<file path="src/include/led_phy_pkg.sv">
// offsets, field positions, reset values and timing counts shared by the
// indicator and phy control register bank and its blink timer
package led_phy_pkg;

	// management register offsets (5-bit register address)
	localparam logic [4:0]  LED_CONTROL_ADDR  = 5'h18;
	localparam logic [4:0]  PHY_CONTROL_ADDR  = 5'h19;
	localparam logic [4:0]  TENBASE_ADDR      = 5'h1a;

	// led_control field positions
	localparam int          LED_RATE_LO       = 9;
	localparam int          LED_RATE_HI       = 10;
	localparam int          LED_ACTIVE_LEVEL  = 7;
	localparam int          LED_MANUAL_SELECT = 4;
	localparam int          LED_FORCED_LEVEL  = 1;
	localparam logic [15:0] LED_RESET         = 16'h0400;
	localparam logic [1:0]  LED_RATE_RESET    = 2'h2;

	// phy_control field positions
	localparam int          PHY_AUTO_XOVER    = 15;
	localparam int          PHY_FORCED_XOVER  = 14;
	localparam int          PHY_PAUSE_RX      = 13;
	localparam int          PHY_PAUSE_TX      = 12;
	localparam int          PHY_MII_LINK      = 11;
	localparam int          PHY_STRETCH_SKIP  = 7;
	localparam int          PHY_LED_CONFIG    = 5;
	localparam logic [15:0] PHY_RESET         = 16'h8000;

	// pause bits inside the ability words [11:10]
	localparam int          ABIL_PAUSE        = 0;
	localparam int          ABIL_ASYM         = 1;

	// blink phase lengths in milliseconds, one per rate code
	localparam logic [8:0]  PHASE_MS_0        = 9'd50;
	localparam logic [8:0]  PHASE_MS_1        = 9'd100;
	localparam logic [8:0]  PHASE_MS_2        = 9'd200;
	localparam logic [8:0]  PHASE_MS_3        = 9'd500;

	// clock rate and the cycles in one millisecond
	localparam int          CLK_HZ            = 10_000_000;
	localparam int          MS_PER_S          = 1000;
	localparam int          MS_CYCLES         = CLK_HZ / MS_PER_S;
	localparam logic [1:0]  STRETCH_PHASES    = 2'h2;

endpackage

</file>
<file path="src/verilog/led_and_phy_control_regs.sv">
// indicator and phy control register bank behind the management port
// assumes the serial frame engine gives one-cycle read/write strobes on clk
// What this block does
// - two-bit rate code blinks indicator at 50, 100, 200 or 500 ms phases
// - indicator polarity comes from reset strap, writable bit overrides it
// - manual select puts forced level on first indicator pin
// - forced level bit sits at position 1 and resets to zero
// - auto crossover enable bit resets to one, strap may override
// - forced crossover swaps receive and transmit pairs
// - pause receive status bit derived from both pause ability pairs
// - pause transmit status bit derived from both pause ability pairs
// - pause bits set only for full duplex, standard resolution table
// - link status bit high only for negotiated 100 full-duplex link
// - stretch skip bit drives indicator straight from the event
// - indicator register at offset 0x18, reset value 0x400
`timescale 1ns/1ps
module led_and_phy_control_regs
#(
	parameter int MS_CYCLES_P = led_phy_pkg::MS_CYCLES
)
(
	// clock and reset
	input  wire logic        clk,
	input  wire logic        rst,
	// management register port
	input  wire logic [4:0]  mgmt_addr,
	input  wire logic [15:0] mgmt_wdata,
	input  wire logic        mgmt_wr,
	input  wire logic        mgmt_rd,
	output logic [15:0]      mgmt_rdata,
	output logic             mgmt_rvalid,
	// strap pins
	input  wire logic        strap_active_level,
	input  wire logic        strap_auto_crossover,
	// negotiation results
	input  wire logic        an_complete,
	input  wire logic        an_full_duplex,
	input  wire logic        an_speed_100,
	input  wire logic        link_up,
	input  wire logic [1:0]  local_ability_advert,
	input  wire logic [1:0]  partner_ability,
	input  wire logic        link_event,
	// indicator and pair controls
	output logic             first_indicator_pin,
	output logic             auto_crossover_en,
	output logic             forced_crossover,
	output logic             pause_rx_en,
	output logic             pause_tx_en,
	output logic             mii_link_up
);
	import led_phy_pkg::*;

	typedef struct packed {
		logic [2:0]  sync_level;
		logic [2:0]  sync_xover;
		logic [2:0]  sync_fill;
		logic        strap_done;
		logic [1:0]  blink_rate;
		logic        active_level;
		logic        manual_select;
		logic        forced_level;
		logic        auto_xover;
		logic        forced_xover;
		logic        stretch_skip;
		logic        led_config;
		logic        pause_rx;
		logic        pause_tx;
		logic        mii_link;
		logic        pin;
		logic [15:0] rdata;
		logic        rvalid;
	} ctrl_state_t;

	ctrl_state_t state_reg;
	ctrl_state_t state_next;
	logic        blink_active;
	logic        blink_phase;
	logic        hcd_full;
	logic        led_on;
	logic [15:0] led_word;
	logic [15:0] phy_word;
	logic        wr_led;
	logic        wr_phy;

	// blink timer, started by link events
	indicator_blinker
	#(
		.MS_CYCLES_P (MS_CYCLES_P)
	)
	u_blinker
	(
		.clk    (clk),
		.rst    (rst),
		.rate   (state_reg.blink_rate),
		.start  (link_event),
		.active (blink_active),
		.phase  (blink_phase)
	);

	// decode; tenbase register is owned elsewhere and reads zero here
	assign wr_led   = mgmt_wr && (mgmt_addr == LED_CONTROL_ADDR);
	assign wr_phy   = mgmt_wr && (mgmt_addr == PHY_CONTROL_ADDR);
	assign hcd_full = an_complete && an_full_duplex;

	// read words; reserved bits and unlisted fields read zero
	always_comb
	begin
		led_word = 16'h0;
		led_word[LED_RATE_HI:LED_RATE_LO] = state_reg.blink_rate;
		led_word[LED_ACTIVE_LEVEL]        = state_reg.active_level;
		led_word[LED_MANUAL_SELECT]       = state_reg.manual_select;
		led_word[LED_FORCED_LEVEL]        = state_reg.forced_level;
		phy_word = 16'h0;
		phy_word[PHY_AUTO_XOVER]          = state_reg.auto_xover;
		phy_word[PHY_FORCED_XOVER]        = state_reg.forced_xover;
		phy_word[PHY_PAUSE_RX]            = state_reg.pause_rx;
		phy_word[PHY_PAUSE_TX]            = state_reg.pause_tx;
		phy_word[PHY_MII_LINK]            = state_reg.mii_link;
		phy_word[PHY_STRETCH_SKIP]        = state_reg.stretch_skip;
		phy_word[PHY_LED_CONFIG]          = state_reg.led_config;
	end

	// indicator drive; stretching keeps short events visible
	always_comb
	begin
		if (state_reg.stretch_skip)
			led_on = link_up && !link_event;
		else
			led_on = link_up && !(blink_active && !blink_phase);
	end

	// next state
	always_comb
	begin
		state_next = state_reg;
		// straps pass three flops; caught once the last two agree
		// the fill marker keeps reset zeros in the stages from agreeing early
		state_next.sync_level = {state_reg.sync_level[1:0],
			strap_active_level};
		state_next.sync_xover = {state_reg.sync_xover[1:0],
			strap_auto_crossover};
		state_next.sync_fill  = {state_reg.sync_fill[1:0], 1'b1};
		if (!state_reg.strap_done && state_reg.sync_fill[2] &&
			(state_reg.sync_level[1] == state_reg.sync_level[2]) &&
			(state_reg.sync_xover[1] == state_reg.sync_xover[2]))
		begin
			state_next.strap_done   = 1'b1;
			state_next.active_level = state_reg.sync_level[2];
			state_next.auto_xover   = state_reg.sync_xover[2];
		end
		// a write in the same cycle beats the strap capture
		if (wr_led)
		begin
			state_next.blink_rate    =
				mgmt_wdata[LED_RATE_HI:LED_RATE_LO];
			state_next.active_level  = mgmt_wdata[LED_ACTIVE_LEVEL];
			state_next.manual_select = mgmt_wdata[LED_MANUAL_SELECT];
			state_next.forced_level  = mgmt_wdata[LED_FORCED_LEVEL];
		end
		if (wr_phy)
		begin
			state_next.auto_xover   = mgmt_wdata[PHY_AUTO_XOVER];
			state_next.forced_xover = mgmt_wdata[PHY_FORCED_XOVER];
			state_next.stretch_skip = mgmt_wdata[PHY_STRETCH_SKIP];
			state_next.led_config   = mgmt_wdata[PHY_LED_CONFIG];
		end
		// pause resolution, gated by full-duplex common denominator
		state_next.pause_rx = hcd_full && (
			(local_ability_advert[ABIL_PAUSE] &&
			 partner_ability[ABIL_PAUSE]) ||
			(local_ability_advert[ABIL_PAUSE] &&
			 local_ability_advert[ABIL_ASYM] &&
			 !partner_ability[ABIL_PAUSE] &&
			 partner_ability[ABIL_ASYM]));
		state_next.pause_tx = hcd_full && (
			(local_ability_advert[ABIL_PAUSE] &&
			 partner_ability[ABIL_PAUSE]) ||
			(!local_ability_advert[ABIL_PAUSE] &&
			 local_ability_advert[ABIL_ASYM] &&
			 partner_ability[ABIL_PAUSE] &&
			 partner_ability[ABIL_ASYM]));
		state_next.mii_link = hcd_full && an_speed_100 && link_up;
		// manual drive bypasses polarity: the forced level is the pin
		if (state_reg.manual_select)
			state_next.pin = state_reg.forced_level;
		else
			state_next.pin = state_reg.active_level ? led_on : !led_on;
		// read answer one cycle after the strobe
		state_next.rvalid = mgmt_rd;
		if (mgmt_rd && mgmt_addr == LED_CONTROL_ADDR)
			state_next.rdata = led_word;
		else if (mgmt_rd && mgmt_addr == PHY_CONTROL_ADDR)
			state_next.rdata = phy_word;
		else if (mgmt_rd)
			state_next.rdata = 16'h0;
	end

	// state register; reset values follow the documented words
	always_ff @(posedge clk or posedge rst)
	begin
		if (rst)
		begin
			state_reg            <= '0;
			state_reg.blink_rate <= LED_RESET[LED_RATE_HI:LED_RATE_LO];
			state_reg.auto_xover <= PHY_RESET[PHY_AUTO_XOVER];
			state_reg.pin        <= 1'b1;
		end
		else
			state_reg <= state_next;
	end

	assign first_indicator_pin = state_reg.pin;
	assign auto_crossover_en   = state_reg.auto_xover;
	assign forced_crossover    = state_reg.forced_xover;
	assign pause_rx_en         = state_reg.pause_rx;
	assign pause_tx_en         = state_reg.pause_tx;
	assign mii_link_up         = state_reg.mii_link;
	assign mgmt_rdata          = state_reg.rdata;
	assign mgmt_rvalid         = state_reg.rvalid;
endmodule // led_and_phy_control_regs

</file>
<file path="src/verilog/indicator_blinker.sv">
// blink timer: millisecond divider plus phase counter for the indicator
// assumes one clock, async active-high reset, start from the same clock
`timescale 1ns/1ps
module indicator_blinker
#(
	parameter int MS_CYCLES_P = led_phy_pkg::MS_CYCLES
)
(
	// clock and reset
	input  wire logic       clk,
	input  wire logic       rst,
	// control
	input  wire logic [1:0] rate,
	input  wire logic       start,
	// status
	output logic            active,
	output logic            phase
);
	import led_phy_pkg::*;

	typedef struct packed {
		logic [13:0] ms_cnt;
		logic [8:0]  phase_ms;
		logic        phase;
		logic [1:0]  left;
	} blink_state_t;

	blink_state_t state_reg;
	blink_state_t state_next;
	logic [8:0]   phase_len;
	logic         ms_tick;

	// phase length per rate code
	always_comb
	begin
		case (rate)
			2'h0:    phase_len = PHASE_MS_0;
			2'h1:    phase_len = PHASE_MS_1;
			2'h2:    phase_len = PHASE_MS_2;
			2'h3:    phase_len = PHASE_MS_3;
			default: phase_len = PHASE_MS_2;
		endcase
	end

	assign ms_tick = (state_reg.ms_cnt == 14'(MS_CYCLES_P - 1));

	// a new event restarts only when idle, so bursts do not freeze the led
	always_comb
	begin
		state_next = state_reg;
		state_next.ms_cnt = ms_tick ? 14'h0 : state_reg.ms_cnt + 14'h1;
		if (state_reg.left == 2'h0)
		begin
			state_next.phase_ms = 9'h0;
			state_next.phase    = 1'b0;
			if (start)
			begin
				state_next.left   = STRETCH_PHASES;
				state_next.ms_cnt = 14'h0;
			end
		end
		else if (ms_tick)
		begin
			if (state_reg.phase_ms == phase_len - 9'h1)
			begin
				state_next.phase_ms = 9'h0;
				state_next.phase    = ~state_reg.phase;
				state_next.left     = state_reg.left - 2'h1;
			end
			else
				state_next.phase_ms = state_reg.phase_ms + 9'h1;
		end
	end

	always_ff @(posedge clk or posedge rst)
	begin
		if (rst)
			state_reg <= '0;
		else
			state_reg <= state_next;
	end

	assign active = (state_reg.left != 2'h0);
	assign phase  = state_reg.phase;

endmodule // indicator_blinker

</file>
<file path="config.mk">
export PLATFORM = sky130hd
export DESIGN_NAME = led_and_phy_control_regs
export DESIGN_NICKNAME = d
export VERILOG_FILES = /design/src/include/led_phy_pkg.sv /design/src/verilog/led_and_phy_control_regs.sv /design/src/verilog/indicator_blinker.sv
export SDC_FILE = /design/constraint.sdc
export NUM_CORES = 1
export LEC_CHECK = 0
export ABC_AREA = 1
export BUFFER_PORTS_ARGS = -buffer_cell sky130_fd_sc_hd__buf_2
export CORE_ASPECT_RATIO = 1.5
export CORE_UTILIZATION = 30
export DETAILED_ROUTE_END_ITERATION = 16
export HOLD_SLACK_MARGIN = 0.02
export SYNTH_ARGS = -nofsm -noshare
export SYNTH_HDL_FRONTEND = slang
export SYNTH_SLANG_ARGS = --single-unit
</file>
<file path="constraint.sdc">
create_clock -name clk -period 2.75 [get_ports clk]
set_input_delay 0.1375 -clock clk [delete_from_list [all_inputs] [get_ports clk]]
set_output_delay 0.1375 -clock clk [all_outputs]
set_load 0.02 [all_outputs]
</file>
==> flow_summary.toml <==
[outcome]
status = "complete, no violations"

[grt]
grt_overflow_total = 0
grt_pass1_wl_um = 10720
track_usage_pct = 12.37
grt_pass1_vias = 2366
antenna_found_initial = 0
grt_max_degree = 62

[setup_path]
cp.arrival_ns = 2.07
slowest_stage = "dfstp_2"
cp.required_ns = 2.96
start_kind = "register"
end_kind = "register"
cp_cell_sequence = "inv_1 > ha_1 > inv_1 > nand2_1 > nand2_1 > nand2_1 > nor2_4 > nand3_4 > nand2_4 > nand2_2 > nand2_1 > nand2_1"
worstSetupPathType = "register to register"
cpPeakStageDelay_ns = 0.55
cpMostUsedCell = "nand2_1"
cp_max_fo = 9

[cts]
cts_tree = "done"
post-cts-setup-buffer-count = 0
clock_sinks = 61
clk_pin_slew_ns = 0.05
clkLatencyLatePin_ns = 0.32
ctsLongestPathBuffers = 2
cts_buffers = 9
htreeDepth = 3
cts_root_buf = "clkbuf_16"

[logic_synthesis]
syn_inst = 379
ys.warnings.count = 0
synth.distinct_cells = 35
syn_area_per_cell_sq_um = 8.494
synth_top_area_cell = "dfrtp_1"
async_reset_ff_share_pct = 100.0
synthTopCellsByArea = "dfrtp_1 (45%), nand2_1 (9.8%), inv_1 (6.2%)"
synthesis.area_sq_um = 3219
ys_seq_area_share_pct = 47.53
synthFlopType = "dfrtp_1"
synth_edf_count = 0
ys_ff_latch = 61
yosys.area.top_type_share_pct = 45.08

[routing]
drt_iter0_markers = 127
wirelength_um = 6415
ant_nets = 0
wl_per_cell_um = 11.18
drc = 0
vias_per_cell = 4.347
first_pass_iters = 4
num_vias = 2495

[power]
peakVddDrop_uv = 290.7
finalPower_w = 0.002857
power_density_nw_per_um2 = 742.9
leakagePower_nw = 1.966

[timing]
grt_setup_unrepaired = "false"
tightest_slew_ns = 0.7491
fin_crit_sh_pct = 67.75
tns_ns = 0
skew_ns = 0.003813
fmax_ghz = 0.5367
setup_violations = 0
final_max_slew_viol_count = 0
slew_headroom_pct = 50.06
hold_violations = 0
fin_crit_ns = 1.863

[placed_design]
portBuffers = 45
placed_cell_area_sq_um = 3502
dp_hpwl_um = 4773
gp_congestion = 0.7631
dp.cells = 553

[floorplan]
die_width_um = 86.58
start_util_pct = 30.57
die_h_um = 128.9
die_area_sq_um = 11160
fp-row-count = 46
core_area_sq_um = 10530
pin_count = 59

[cells_and_area]
area_growth_pct = 19.47
fillCellCount = 1064
finalCoreUtilization_pct = 36.52
diodes = 0
nNetsFinal = 470
fin_cells = 574
final_area_sq_um = 3846
largest_reg_flops = 25
drive_above_1_share_pct = 21.16

[job]
cap_violations = 0

[hold_path]
hp-class = "primary input to asynchronous set/reset pin"
==> per-layer routing <==
layer  routed length (um)  vias up  GRT usage, %
li1                     -     1283             -
met1                 2733     1167         14.45
met2                 3369       34         20.68
met3                  171       11         3.207
met4                  141        0         6.569
met5                    0        -             0
==> metrics by stage <==
| step | hold WS [ns] | setup WS (ns) |
|---|---|---|
| 2_1_floorplan | 0.1689 | 1.082 |
| 3_3_place_gp | 0.2480 | 0.9265 |
| 4_1_cts | 0.02807 | 0.8952 |
| 5_1_grt | 0.03046 | 0.7303 |
| 3_5_place_dp | 0.2473 | 0.9025 |
| 6_report | 0.03300 | 0.8868 |
==> synth_stat cells, types with 2 or more instances <==
library cell,number
a21oi_1,11
a22o_1,3
buf_2,2
buf_4,16
conb_1,2
dfrtp_1,58
dfstp_2,3
ha_1,9
inv_1,53
inv_2,3
nand2_1,84
nand2_2,3
nand2_4,4
nand3_1,26
nand3_4,2
nand3b_1,2
nand4_1,10
nor2_1,25
nor2_2,5
nor2_4,4
nor3_1,4
nor3b_1,2
o21ai_0,29
o22ai_1,2
xor2_1,7
==> layout make-up <==
class	instances	area, sq um	share of cell area [%]
Clock buffer	12	246.5	6.409
Sequential cell	61	1530	39.79
Multi-Input combinational cell	245	1331	34.61
Inverter	57	227.7	5.921
Timing Repair Buffer	51	282.8	7.352
Clock inverter	4	47.55	1.236
Tap cell	144	180.2	4.684
==> kinds of logic (layout without fill, tap and decap cells) <==
| group | count (synthesis) | after routing | share of synthesized area [%] |
|---|---|---|---|
| AND/OR/NAND/NOR | 175 | 175 | 27.01 |
| buffers and inverters | 77 | 124 | 11.58 |
| flip-flops | 61 | 61 | 47.53 |
| AO/OA/AOI/OAI | 48 | 48 | 8.240 |
| adder cells (fa/ha/maj) | 9 | 9 | 3.498 |
| XOR/XNOR | 7 | 7 | 1.904 |
| other | 2 | 6 | 0.2333 |
==> power by group <==
| part | internal [W] | total, W | switching, W |
|---|---|---|---|
| logic | 0.000231 | 0.000655 | 0.000424 |
| clock network | 0.000722 | 0.00110 | 0.000377 |
| registers | 0.00103 | 0.00110 | 0.0000740 |
==> layout by cell type, fill, tap and decap left out, types with 4 or more instances in the layout <==
cell type      instances
nand2_1               84
nand4_1               10
nor2_2                 5
nand2_4                4
o21ai_0               29
ha_1                   9
nor2_1                25
nor3_1                 4
conb_1                 6
nor2_4                 4
clkbuf_16              9
dlygate4sd3_1          5
dfrtp_1               58
buf_2                 45
inv_1                 52
nand3_1               26
inv_2                  4
a21oi_1               11
xor2_1                 7
==> critical path, delay by kind of cell (launching register included) <==
kind	cells	cell delay (ns)
DFF	1	0.55
buffers and inverters	2	0.14
adders and majority gates	1	0.29
and+or+nand+nor	9	0.76
==> worst paths after layout <==
| path | depth (start not counted) | slack, ns | to | startpoint |
|---|---|---|---|---|
| max | 12 | 0.89 | u_blinker.state_reg[0] | led_word[10] |
| min | 3 | 0.03 | u_blinker.state_reg[14] | rst |
| max reg2reg | 12 | 0.89 | u_blinker.state_reg[0] | led_word[10] |
| min reg2reg | 0 | 0.34 | state_next[39] | state_next[38] |
| max in group asynchronous | 3 | 2.23 | led_word[9] | rst |
| min in group clk | 3 | 0.04 | forced_crossover | mgmt_wdata[14] |
==> repair_timing <==
item                      4_1_cts  5_1_grt
hold buffers                    5        0
hold endpoints to repair        5        0
gates resized for setup         0        0
(Power assumes the default switching activity.)
